<file path="src/hdl/mq_consts.svh">
`ifndef MQ_CONSTS_SVH
`define MQ_CONSTS_SVH

// apb register byte offsets
`define MQ_REG_CTRL 8'h00
`define MQ_REG_STATUS 8'h04

// control register fields
`define MQ_CTRL_DONE_BIT 0
`define MQ_CTRL_ID_LSB 1
`define MQ_CTRL_QCNT_LSB 4
`define MQ_CTRL_RESET 32'h0000_0000

// queue counts and address fields
`define MQ_QCNT_64 8'h40
`define MQ_QCNT_128 8'h80
`define MQ_Q_MSB 6
`define MQ_DEV_LSB 5
`define MQ_WORD_MSB 1

// first word fall through latency in read clock edges
`define MQ_FALL_EDGES 2'h2

// packet marker positions on the output bus
`define MQ_SOP_BIT 32
`define MQ_EOP_BIT 33

`endif

</file>
<file path="src/hdl/mq_pkg.sv">
package mq_pkg;

    // head word of the selected queue as offered by the queue core
    typedef struct packed {
        logic [35:0] head_data;
        logic head_sop;
        logic head_eop;
        logic head_valid;
        logic pkt_ready;
        logic almost_empty;
    } mq_core_t;

    // mode straps sampled at master reset
    typedef struct packed {
        logic pkt_mode;
        logic direct_mode;
        logic [1:0] qsel;
    } mq_straps_t;

endpackage

</file>
<file path="src/hdl/mq_flag_bus.sv">
`timescale 1ns/1ns
`default_nettype none
`include "mq_consts.svh"

module mq_flag_bus
(
    input wire logic pclk,
    input wire logic presetn,
    input wire logic mrs_active,
    input wire logic direct_mode,
    input wire logic pkt_mode,
    input wire logic empty_flag_strobe,
    input wire logic [7:0] read_address_bus,
    input wire logic [2:0] device_id,
    input wire logic [127:0] pr_vec,
    input wire logic [127:0] pae_vec,
    output logic [7:0] read_flag_status_bus,
    output logic flag_bus_oe,
    output logic empty_flag_sync
);
    import mq_pkg::*;

    logic [1:0] word_idx;
    logic [1:0] next_word_idx;
    logic dev_hit;
    logic next_dev_hit;
    logic [7:0] next_flags;
    logic next_sync;
    logic [127:0] flag_vec;

    // status source follows the packet strap
    assign flag_vec = pkt_mode ? pr_vec : pae_vec;

    // word pointer: strobed choice in direct mode, free cycling in polled mode
    always_comb
    begin
        next_word_idx = word_idx;
        next_dev_hit = dev_hit;
        if (mrs_active)
        begin
            next_word_idx = 2'h0;
            next_dev_hit = 1'b0;
        end
        else if (direct_mode)
        begin
            if (empty_flag_strobe)
            begin
                next_word_idx = read_address_bus[`MQ_WORD_MSB:0];
                next_dev_hit = read_address_bus[7:`MQ_DEV_LSB] == device_id;
            end
        end
        else
        begin
            next_word_idx = word_idx + 2'h1;
            next_dev_hit = 1'b1;
        end
        // bus lines are active low, like the discrete flags, so FF means nothing flagged
        next_flags = ~flag_vec[{next_word_idx, 3'h0} +: 8];
        next_sync = !direct_mode && !mrs_active && next_word_idx == 2'h0;
    end

    // register the bus, its enable and the sync marker
    always_ff @(posedge pclk or negedge presetn)
    begin
        if (!presetn)
        begin
            word_idx <= 2'h0;
            dev_hit <= 1'b0;
            read_flag_status_bus <= 8'hFF;
            empty_flag_sync <= 1'b0;
        end
        else
        begin
            word_idx <= next_word_idx;
            dev_hit <= next_dev_hit;
            read_flag_status_bus <= next_flags;
            empty_flag_sync <= next_sync;
        end
    end

    assign flag_bus_oe = dev_hit;
endmodule
`default_nettype wire

</file>
<file path="src/hdl/mq_read_port.sv">
`timescale 1ns/1ns
`default_nettype none
`include "mq_consts.svh"

// Operation
// - packet ready flag low while selected queue holds a complete packet
// - packet mode chosen at master reset from strap, held until next one
// - packet readable only when packet ready and output ready both asserted
// - read word given on clock edge only with read enable and chip select low, selected; code also fetches one without them while no word is held
// - in packet mode top four output bits may carry packet markers
// - queue config select: 00 write bus, 01 read bus, 10 64, 11 128; code takes 00 from the control register count field
// - read address latched as new queue on edge with address enable high
// - flags synchronous to read clock; polled bus and sync cycle on it
// - direct mode picks status word on edge using strobe and address
// - output enabled only when chip select and output enable agree
// - low seven address bits pick queue, top three bits pick device
// - new queue's first word appears two edges after select, ignoring read enable
// - status word index from low two bits, device from top three
// - fall through mode accepts queue select whatever read enable
// - flag bus cycling and word selection need no read enable
// - strap high gives packet mode, low almost empty mode with inactive flag
// - flag mode strap at master reset picks direct or polled flag bus
module mq_read_port
(
    input wire logic pclk,
    input wire logic presetn,
    input wire logic psel,
    input wire logic penable,
    input wire logic pwrite,
    input wire logic [7:0] paddr,
    input wire logic [31:0] pwdata,
    output logic [31:0] prdata,
    output logic pready,
    output logic pslverr,
    input wire logic master_reset_n,
    input wire logic packet_mode_strap,
    input wire logic flag_mode_strap,
    input wire logic [1:0] queue_config_select,
    input wire logic read_addr_enable,
    input wire logic [7:0] read_address_bus,
    input wire logic read_enable_n,
    input wire logic read_chip_select_n,
    input wire logic output_enable_n,
    input wire logic empty_flag_strobe,
    input wire mq_pkg::mq_core_t core,
    input wire logic [127:0] pr_vec,
    input wire logic [127:0] pae_vec,
    output logic [6:0] core_queue,
    output logic core_pop,
    output logic [35:0] q_data,
    output logic q_oe,
    output logic read_side_empty_n,
    output logic packet_ready_flag_n,
    output logic almost_empty_flag_n,
    output logic packet_available,
    output logic serial_done_out_n,
    output logic [7:0] read_flag_status_bus,
    output logic flag_bus_oe,
    output logic empty_flag_sync
);
    import mq_pkg::*;

    // queue count for a config select code
    function automatic logic [7:0] qcount_of(input logic [1:0] sel, input logic [7:0] prog);
        logic [7:0] r;
        r = prog;
        if (sel == 2'b10)
            r = `MQ_QCNT_64;
        else if (sel == 2'b11)
            r = `MQ_QCNT_128;
        return r;
    endfunction

    logic [3:0] pin_s1;
    logic [3:0] pin_s2;
    logic [3:0] pin_s3;
    logic mrs_active;
    mq_straps_t straps;
    mq_straps_t next_straps;
    logic [7:0] qcount;
    logic [7:0] next_qcount;
    logic [31:0] ctrl;
    logic [31:0] next_ctrl;
    logic [31:0] next_prdata;
    logic [6:0] next_queue;
    logic dev_sel;
    logic next_dev_sel;
    logic [1:0] fall_cnt;
    logic [1:0] next_fall_cnt;
    logic [35:0] next_q_data;
    logic q_valid;
    logic next_q_valid;
    logic next_pr_n;
    logic next_pae_n;
    logic sel_take;
    logic prog_done;
    logic [2:0] device_id;
    logic [31:0] status_word;

    // pin synchroniser: second stage is the only reader of the first
    always_ff @(posedge pclk or negedge presetn)
    begin
        if (!presetn)
        begin
            pin_s1 <= 4'h0;
            pin_s2 <= 4'h0;
        end
        else
        begin
            pin_s1 <= {!master_reset_n, packet_mode_strap, flag_mode_strap, 1'b0};
            pin_s2 <= pin_s1;
        end
    end
    assign pin_s3 = pin_s2;
    assign mrs_active = pin_s3[3];

    assign prog_done = ctrl[`MQ_CTRL_DONE_BIT];
    assign device_id = ctrl[`MQ_CTRL_ID_LSB +: 3];
    assign serial_done_out_n = !prog_done;

    // straps and queue count captured while master reset is held
    always_comb
    begin
        next_straps = straps;
        next_qcount = qcount;
        if (mrs_active)
        begin
            next_straps.pkt_mode = pin_s3[2];
            next_straps.direct_mode = pin_s3[1];
            next_straps.qsel = queue_config_select;
            next_qcount = qcount_of(queue_config_select,
                queue_config_select == 2'b01 ? read_address_bus : ctrl[`MQ_CTRL_QCNT_LSB +: 8]);
        end
    end

    always_ff @(posedge pclk or negedge presetn)
    begin
        if (!presetn)
        begin
            straps <= '0;
            qcount <= `MQ_QCNT_128;
        end
        else
        begin
            straps <= next_straps;
            qcount <= next_qcount;
        end
    end

    // apb slave: control write, status read, error on unmapped
    assign status_word = {11'h0, qcount, fall_cnt, q_valid, dev_sel,
        straps.direct_mode, straps.pkt_mode, core_queue};
    always_comb
    begin
        next_ctrl = ctrl;
        next_prdata = prdata;
        if (psel && !penable)
        begin
            next_prdata = 32'h0000_0000;
            if (!pwrite && paddr == `MQ_REG_CTRL)
                next_prdata = ctrl;
            else if (!pwrite && paddr == `MQ_REG_STATUS)
                next_prdata = status_word;
        end
        if (psel && penable && pwrite && paddr == `MQ_REG_CTRL)
            next_ctrl = {20'h0, pwdata[11:0]};
    end

    always_ff @(posedge pclk or negedge presetn)
    begin
        if (!presetn)
        begin
            ctrl <= `MQ_CTRL_RESET;
            prdata <= 32'h0000_0000;
        end
        else
        begin
            ctrl <= next_ctrl;
            prdata <= next_prdata;
        end
    end
    assign pready = 1'b1;
    assign pslverr = psel && penable && paddr != `MQ_REG_CTRL && paddr != `MQ_REG_STATUS;

    // queue select accepted only after programming, whatever read enable
    assign sel_take = read_addr_enable && prog_done && !mrs_active;

    // read path: queue switch, fall through and normal reads
    always_comb
    begin
        next_queue = core_queue;
        next_dev_sel = dev_sel;
        next_fall_cnt = fall_cnt;
        next_q_data = q_data;
        next_q_valid = q_valid;
        core_pop = 1'b0;
        if (fall_cnt != 2'h0)
            next_fall_cnt = fall_cnt - 2'h1;
        if (fall_cnt == 2'h1 && dev_sel)
        begin
            next_q_valid = core.head_valid;
            core_pop = core.head_valid;
        end
        else if (fall_cnt == 2'h0 && dev_sel && (!q_valid
            || (!read_enable_n && !read_chip_select_n)))
        begin
            next_q_valid = core.head_valid;
            core_pop = core.head_valid;
        end
        if (core_pop)
        begin
            next_q_data = core.head_data;
            if (straps.pkt_mode)
            begin
                next_q_data[`MQ_SOP_BIT] = core.head_sop;
                next_q_data[`MQ_EOP_BIT] = core.head_eop;
            end
        end
        if (sel_take)
        begin
            next_queue = read_address_bus[`MQ_Q_MSB:0];
            next_dev_sel = read_address_bus[7:`MQ_DEV_LSB] == device_id
                && {1'b0, read_address_bus[`MQ_Q_MSB:0]} < qcount;
            next_fall_cnt = `MQ_FALL_EDGES;
        end
        if (mrs_active)
        begin
            next_dev_sel = 1'b0;
            next_fall_cnt = 2'h0;
            next_q_valid = 1'b0;
        end
        next_pr_n = !(straps.pkt_mode && core.pkt_ready && dev_sel);
        next_pae_n = !(core.almost_empty && dev_sel);
    end

    // read path registers and flags, all on the read clock
    always_ff @(posedge pclk or negedge presetn)
    begin
        if (!presetn)
        begin
            core_queue <= 7'h00;
            dev_sel <= 1'b0;
            fall_cnt <= 2'h0;
            q_data <= 36'h0_0000_0000;
            q_valid <= 1'b0;
            packet_ready_flag_n <= 1'b1;
            almost_empty_flag_n <= 1'b1;
        end
        else
        begin
            core_queue <= next_queue;
            dev_sel <= next_dev_sel;
            fall_cnt <= next_fall_cnt;
            q_data <= next_q_data;
            q_valid <= next_q_valid;
            packet_ready_flag_n <= next_pr_n;
            almost_empty_flag_n <= next_pae_n;
        end
    end

    assign read_side_empty_n = !q_valid;
    assign packet_available = !packet_ready_flag_n && !read_side_empty_n;
    // chip select ignored (outputs off) during master reset
    assign q_oe = !output_enable_n && !read_chip_select_n && dev_sel && !mrs_active;

    mq_flag_bus u_flag_bus
    (
        .pclk(pclk),
        .presetn(presetn),
        .mrs_active(mrs_active),
        .direct_mode(straps.direct_mode),
        .pkt_mode(straps.pkt_mode),
        .empty_flag_strobe(empty_flag_strobe),
        .read_address_bus(read_address_bus),
        .device_id(device_id),
        .pr_vec(pr_vec),
        .pae_vec(pae_vec),
        .read_flag_status_bus(read_flag_status_bus),
        .flag_bus_oe(flag_bus_oe),
        .empty_flag_sync(empty_flag_sync)
    );
endmodule
`default_nettype wire

</file>
<file path="config.mk">
export PLATFORM = sky130hd
export DESIGN_NAME = mq_read_port
export DESIGN_NICKNAME = d
export VERILOG_FILES = /design/src/hdl/mq_pkg.sv /design/src/hdl/mq_flag_bus.sv /design/src/hdl/mq_read_port.sv
export VERILOG_INCLUDE_DIRS = /design/src /design/src/hdl
export SDC_FILE = /design/constraint.sdc
export NUM_CORES = 1
export LEC_CHECK = 0
export ABC_AREA = 1
export BUFFER_PORTS_ARGS = -buffer_cell sky130_fd_sc_hd__buf_2
export CAP_MARGIN = 20
export CORE_AREA = 10 10 169 171
export DETAILED_ROUTE_END_ITERATION = 8
export DIE_AREA = 0 0 179 181
export GPL_TIMING_DRIVEN = 0
export PLACE_DENSITY = 0.5
export SLEW_MARGIN = 40
export SYNTH_ARGS = -nofsm -noshare
export SYNTH_HDL_FRONTEND = slang
export SYNTH_SLANG_ARGS = --single-unit
</file>
<file path="constraint.sdc">
create_clock -name pclk -period 2.82 [get_ports pclk]
set_clock_uncertainty 0.1 [all_clocks]
set_input_delay 0.282 -clock pclk [delete_from_list [all_inputs] [get_ports pclk]]
set_output_delay 0.282 -clock pclk [all_outputs]
set_load 0.1 [all_outputs]
</file>
==> results of run 1 <==
-- Yosys cell counts, types with 8 or more instances --
| cell type | count |
|---|---|
| inv_1 | 82 |
| buf_4 | 16 |
| o22ai_1 | 13 |
| nand3_1 | 78 |
| buf_2 | 12 |
| nand2_1 | 245 |
| o21ai_0 | 56 |
| dfrtp_1 | 99 |
| clkbuf_1 | 11 |
| nor2_1 | 68 |
| dfstp_2 | 11 |
| ha_1 | 8 |
-- power by group through the flow --
stage	clock, W	combinational [W]	sequential, W
after floorplan	0	0.000424	0.00227
after global placement	0	0.00124	0.00179
after detailed placement	0	0.00125	0.00179
after CTS	0.00128	0.00126	0.00176
after global routing	0.00133	0.00135	0.00177
final	0.00122	0.00125	0.00176
-- registers in the layout, indices dropped and copies added (netlist names), 3 cells and up --
register                         count
q_data                              36
prdata                              21
ctrl                                12
qcount                               8
u_flag_bus.read_flag_status_bus      8
core_queue                           7
pin_s1                               3
pin_s2                               3
-- layout by cell type, fill, tap and decap left out, types with 4 or more instances in the layout --
cell,instances
a21oi_1,4
buf_2,238
buf_4,16
clkbuf_1,12
clkbuf_16,9
conb_1,12
dfrtp_1,99
dfstp_2,11
diode_2,5
dlygate4sd3_1,6
ha_1,8
inv_1,82
nand2_1,245
nand3_1,78
nor2_1,68
o21ai_0,56
o21ai_1,4
o22ai_1,13
-- cell type report --
type                       instances  area, um2
clock inverter                     6      47.55
fill                            2820      17510
inverter                          86      322.8
multi-input combinational        503       2242
timing repair buffer             235       1241
sequential                       110       2766
clock buffer                      10      229.0
tap                              330      412.9
buffer                            44      249.0
antenna                            5      12.51
-- logic make-up after synthesis --
group / Yosys count / share of synthesized area, %
flops: 110 / 50.00
other cells: 2 / 0.1357
xor+xnor: 4 / 0.6333
fa+ha+maj: 8 / 1.809
simple gates: 401 / 29.49
compound gates: 78 / 7.598
buf+inv: 130 / 10.33
-- worst max path at each step --
stage                            start                   endpoint  slack (ps)  depth (start not counted)
3_5_place_dp   fall_cnt[1]$_DFFE_PN0P_                   core_pop         450                          8
5_1_grt        fall_cnt[1]$_DFFE_PN0P_                   core_pop          30                          8
6_report       fall_cnt[0]$_DFFE_PN0P_                   core_pop         200                          8
2_1_floorplan      q_valid$_DFFE_PN0P_           packet_available         300                          2
3_3_place_gp                   presetn  core_queue[1]$_DFFE_PN0P_        -110                          1
4_1_cts        fall_cnt[0]$_DFFE_PN0P_                   core_pop          50                          8
-- through the flow --
step / setup slack (ps) / power (W) / TNS [ps]
2_1_floorplan: 299.9 / 0.002698 / 0
3_3_place_gp: -105.5 / 0.003031 / -9261
3_5_place_dp: 446.7 / 0.003043 / 0
4_1_cts: 53.21 / 0.004306 / 0
5_1_grt: 29.70 / 0.004452 / 0
6_report: 198.7 / 0.004227 / 0
-- metal layers --
layer	part of all wire, %	vias up
met5	0.39	-
met4	0.78	14
met3	10	22
met2	43	175
met1	46	2518
li1	-	2788
-- critical path: cells and delay by family (launching register included) --
kind	cells	cell delay [ps]
fa+ha+maj	1	210
compound gates	1	310
flops	1	420
buf+inv	4	790
simple gates	2	150
-- repair_timing --
item / 4_1_cts / 5_1_grt
endpoints found under the setup margin: 0 / 1
endpoints found under the hold margin: 59 / 0
resized for setup: 0 / 1
hold buffers: 6 / 0
==> key figures, run 1 <==
Global route
  – Antenna violations before repair: 12
  – GRT overflow: 0
  – M3 GR Usage: 5.755%
  – Busiest grt layer: met2
  – First-pass GRT wire length: 32.60 mm
  – Vias in the first global route: 5,524
  – Largest net degree at the start of global routing: 58
  – Gr usage total: 12.99%
  – Met1 usage: 17.31%
  – Met2 usage: 18.83%

Timing
  – Minimum clock period: 2621 ps
  – Final setup viols: 0
  – Rel. slew slack: 56.69%
  – Slew @ Worst Pin: 645.3 ps
  – Min Hold Slack: 34.38 ps
  – Final clock period utilization by the worst path: 92.95%
  – Max Slew Vio Count: 0
  – RSZ-0062 raised after global routing: no
  – Final hold violation count: 0
  – Max Fclk: 0.3815 GHz

CTS
  – Worst skew pair latency: 360 ps
  – CTS tree: done
  – Htree depth: 3
  – Total clock sinks: 110
  – CTS root buf: clkbuf_16
  – Clk slew on worst S/H paths: 80 ps
  – CTS buffer count: 9
  – Max Root-Sink Buffers: 2
  – Setup bufs post-CTS: 0

Worst setup path
  – RR Startpoint: pin_s2[3]$_DFF_PN0_
  – CP Max Fanout: 10
  – Crit path DAT: 2240 ps
  – CP max-delay cell: dfrtp_1
  – CP startpoint kind: register
  – Reg2reg path depth: 6
  – Worst Path Required: 2440 ps
  – Critical path type: register to output pin
  – Worst-path cell chain: inv_1, ha_1, nand2_1, inv_1, nand2_1, a21boi_4, buf_2, clkbuf_4
  – Crit-path max cell delay: 420 ps
  – R2R Path End: u_flag_bus.read_flag_status_bus[1]$_DFF_PN1_
  – CP Capture Type: output pin
  – R2R setup slack: 960 ps

Yosys
  – #FFs+latches synth: 110
  – Post-synth top flop: dfrtp_1
  – YS warnings: 0
  – EDFF count, synth: 0
  – Top-area cell type share of the netlist area: 44.78%
  – Yosys top cell by area: dfrtp_1
  – Ys async rst share: 100.0%
  – Seq/Total Area, Yosys: 50.00%
  – Cell count after synthesis: 733
  – Mapped Area: 0.005533 mm2
  – Ranking of synthesized cells by area: dfrtp_1 45%, nand2_1 17%, nand3_1 7.1%, inv_1 5.6%, dfstp_2 5.2%
  – Synth unique cells: 30
  – Syn avg cell area: 7.548 um2

Placement
  – DP Cell Count: 1,302
  – Hpwl dp: 17.76 mm
  – Port bufs: 228
  – Final Wtd Congestion: 0.8422
  – Placed cell area: 0.007172 mm2

Final layout
  – Fin util: 30.05%
  – Share of cells above drive strength 1: 29.68%
  – Non-Filler Instances: 1,329
  – Post-route cell area: 0.007523 mm2
  – Final net count: 1,357
  – Syn-to-layout area delta: 35.98%

Routing
  – DR WL/cell: 16.25 um
  – Vias per inst: 4.151
  – Routed via count: 5,517
  – Post-route ant nets: 0
  – Residual DRC: 0
  – Total Wirelength: 21.60 mm
  – Number of DRC markers in iteration 0: 393
  – DRT Pass-1 Iters: 4

Die
  – # IOs: 454
  – Die area: 0.03240 mm2
  – Die height: 181 um
  – Die width: 179 um
  – FP Rows: 58
  – Initial Util: 22.10%
  – Area of the core: 0.02504 mm2

Hold path
  – Origin of the worst min-delay path: core[24]
  – Worst hold stages: 3
  – WHS Endpoint: q_data[19]$_DFFE_PN0P_
  – Hold crit path type: primary input to register

Power and ir drop
  – Worst vdd ir: 0.3323 mV
  – Switching pwr: 0.001634 W
  – Sw Ratio: 38.65%
  – Logic pwr share: 29.5%
  – Clock share of power: 28.9%
  – Design internal power: 0.002593 W
  – P_leak: 4.084 nW
  – P per Cell Area: 561.8 mW/mm2
  – Seq pwr share: 41.6%

Flow run
  – Maxcap violations: 0

Outcome
  – Run status: completed
Note: power is estimated with default switching activity, not from simulation.
==> run 2, diff against run 1 <==
- ABC_AREA: 1 -> 0
- CORE_AREA: 10 10 169 171 -> 2 2 179 181
- DIE_AREA: 0 0 179 181 -> 0 0 181 183
- PLACE_DENSITY: 0.5 -> 0.41
- RECOVER_POWER: unset -> 50
==> key figures, run 2 <==
Power and ir drop
  – Seq pwr share: 35.5%
  – Switching pwr: 0.002413 W
  – Design internal power: 0.002830 W
  – Sw Ratio: 46.03%
  – Logic pwr share: 37.5%
  – Clock share of power: 27.0%
  – Worst vdd ir: 0.2838 mV
  – P per Cell Area: 730.1 mW/mm2
  – P_leak: 3.456 nW

CTS
  – CTS buffer count: 9
  – CTS root buf: clkbuf_16
  – Total clock sinks: 110
  – Clk slew on worst S/H paths: 100 ps
  – Htree depth: 3
  – CTS tree: done
  – Setup bufs post-CTS: 0
  – Max Root-Sink Buffers: 2
  – Worst skew pair latency: 370 ps

Routing
  – Routed via count: 4,109
  – DRT Pass-1 Iters: 4
  – DR WL/cell: 16.15 um
  – Total Wirelength: 17.31 mm
  – Residual DRC: 0
  – Vias per inst: 3.833
  – Post-route ant nets: 0
  – Number of DRC markers in iteration 0: 117

Yosys
  – Largest family of logic cells by synthesized area: multiplexers
  – Commonest cells in the netlist: 99 x dfrtp_1, 42 x mux2_2, 39 x mux2i_1, 39 x nand2_1, 18 x o21ai_1
  – Mapped Area: 0.005110 mm2
  – EDFF count, synth: 0
  – Post-Synth XOR/XNOR Area: 0.8570%
  – Yosys top cell by area: dfrtp_1
  – Post-Synth Simple-Gate Area: 6.293%
  – Compound-Gate Fraction of Synth Area: 7.003%
  – Synth Area in Adders: 1.959%
  – Mux contribution to synthesized area: 24.02%
  – Syn avg cell area: 12.56 um2
  – Top-area cell type share of the netlist area: 48.48%
  – Seq/Total Area, Yosys: 54.14%
  – Post-synth top flop: dfrtp_1
  – YS warnings: 0
  – Ranking of synthesized cells by area: dfrtp_1 48%, mux2_2 9.3%, mux2i_1 7.6%, dfstp_2 5.7%, mux4_2 4.0%
  – Ys async rst share: 100.0%
  – #FFs+latches synth: 110
  – Top-count cell post-synth: dfrtp_1
  – Synth unique cells: 43
  – Cell count after synthesis: 407

Die
  – Initial Util: 16.36%
  – Die width: 181 um
  – Area of the core: 0.03123 mm2
  – # IOs: 454
  – Die area: 0.03312 mm2
  – Die height: 183 um
  – FP Rows: 65

Timing
  – Total negative slack: 0 ps
  – Final setup viols: 0
  – Max Slew Vio Count: 0
  – Rel. slew slack: 6.704%
  – RSZ-0062 raised after global routing: no
  – Final clock period utilization by the worst path: 91.08%
  – Minimum clock period: 2569 ps
  – Slew @ Worst Pin: 1399 ps
  – Max Fclk: 0.3893 GHz
  – Final hold violation count: 0

Final layout
  – Final net count: 1,032
  – Largest register FFs: 36
  – Number of fill cells in the layout: 3,439
  – Commonest non-fill, non-tap cells in the layout: 206 x buf_2, 99 x dfrtp_1, 42 x mux2_2
  – Most common cell after layout, fill and taps aside: buf_2
  – Post-route cell area: 0.007182 mm2
  – Largest register by flop count: q_data
  – Share of cells above drive strength 1: 46.04%
  – Syn-to-layout area delta: 40.55%
  – Regs by FF count: q_data: 36 flops, prdata: 21 flops, ctrl: 12 flops

Worst setup path
  – CP Max Fanout: 10
  – CP Capture Type: output pin
  – Crit path DAT: 2190 ps
  – CP startpoint kind: register
  – Critical path type: register to output pin
  – Worst Path Required: 2440 ps

Global route
  – Antenna violations before repair: 2
  – Vias in the first global route: 4,123
  – Largest net degree at the start of global routing: 63
  – Gr usage total: 10.45%
  – GRT overflow: 0
  – First-pass GRT wire length: 25.92 mm

Flow run
  – Maxcap violations: 0

Placement
  – Port bufs: 228
  – Placed cell area: 0.006835 mm2
  – Hpwl dp: 13.61 mm
  – Final Wtd Congestion: 0.7577

Outcome
  – Run status: completed

Hold path
  – Hold crit path type: primary input to register
==> run 2: cell type report <==
cell class / instances / area [um2] / area share [%]
inverters: 13 / 48.80 / 0.6794
diodes: 1 / 2.502 / 0.03484
clock buffers: 9 / 225.2 / 3.136
repair buffers: 236 / 1207 / 16.81
clock inverters: 7 / 103.9 / 1.446
multi-input cells: 258 / 2093 / 29.15
plain buffers: 36 / 231.5 / 3.223
well taps: 402 / 503.0 / 7.003
flip-flops and latches: 110 / 2766 / 38.52
==> run 2: cell families (layout without fill, tap and decap cells) <==
logic type                 Yosys count  count (layout)
buffers and inverters               49             301
and+or+nand+nor                     69              69
xor gates and xnor gates             5               5
adders and majority gates            8               8
DFF                                110             110
AOI/OAI and AO/OA                   60              60
muxes                              104             104
other                                2              13
==> run 2: critical path, stage by stage (launching register included) <==
cell      delay [ps]
dfrtp_1          440
inv_1             80
ha_1             210
a21oi_1          100
and3b_1          210
clkbuf_1         180
buf_2            270
buf_4            330
==> run 2: per-layer routing <==
layer	track usage (%)	vias to the layer above	wire length [um]
met5	0	-	13
met3	3.276	16	1398
li1	-	1933	-
met2	16.54	174	7964
met4	2.894	2	249
met1	13.78	1984	7688
==> run 2: final timing paths <==
| kind | startpoint | endpoint | slack (ps) | depth (start not counted) |
|---|---|---|---|---|
| max | fall_cnt[0]$_DFFE_PN0P_ | core_pop | 250 | 7 |
| min | pwdata[6] | ctrl[6]$_DFFE_PN0P_ | 30 | 2 |
| max reg2reg | u_flag_bus.word_idx[0]$_DFF_PN0_ | u_flag_bus.read_flag_status_bus[5]$_DFF_PN1_ | 500 | 5 |
| min reg2reg | pin_s1[3]$_DFF_PN0_ | pin_s2[3]$_DFF_PN0_ | 260 | 0 |
| max in group asynchronous | presetn | qcount[7]$_DFFE_PN1P_ | 960 | 3 |
| min in group asynchronous | presetn | q_data[23]$_DFFE_PN0P_ | 670 | 2 |
==> run 2: through the flow <==
stage | power, W | util, % | setup WS, ps | cells | hold WS [ps]
2_1_floorplan | 0.003465 | - | 45.77 | 417 | -113.6
3_3_place_gp | 0.003893 | 21.77 | -311.8 | 1047 | 237.7
3_5_place_dp | 0.003903 | 21.89 | 434.4 | 1048 | 140.2
4_1_cts | 0.005378 | 23.17 | 23.09 | 1071 | 7.216
5_1_grt | 0.005489 | 22.99 | 24.27 | 1071 | 17.11
6_report | 0.005243 | 23.00 | 251.5 | 1072 | 31.25
==> run 2: timing repair <==
item,in CTS,in global routing
setup endpoints to repair,0,1
hold buffers,7,0
resized for setup,0,2
endpoints found under the hold margin,46,0
==> run 2: power groups by stage <==
stage                     sequential, W  clock, W  combinational, W
after floorplan                 0.00303         0          0.000431
after global placement          0.00189         0           0.00201
after detailed placement        0.00189         0           0.00201
after CTS                       0.00186   0.00149           0.00202
after global routing            0.00189   0.00155           0.00205
final                           0.00186   0.00141           0.00197
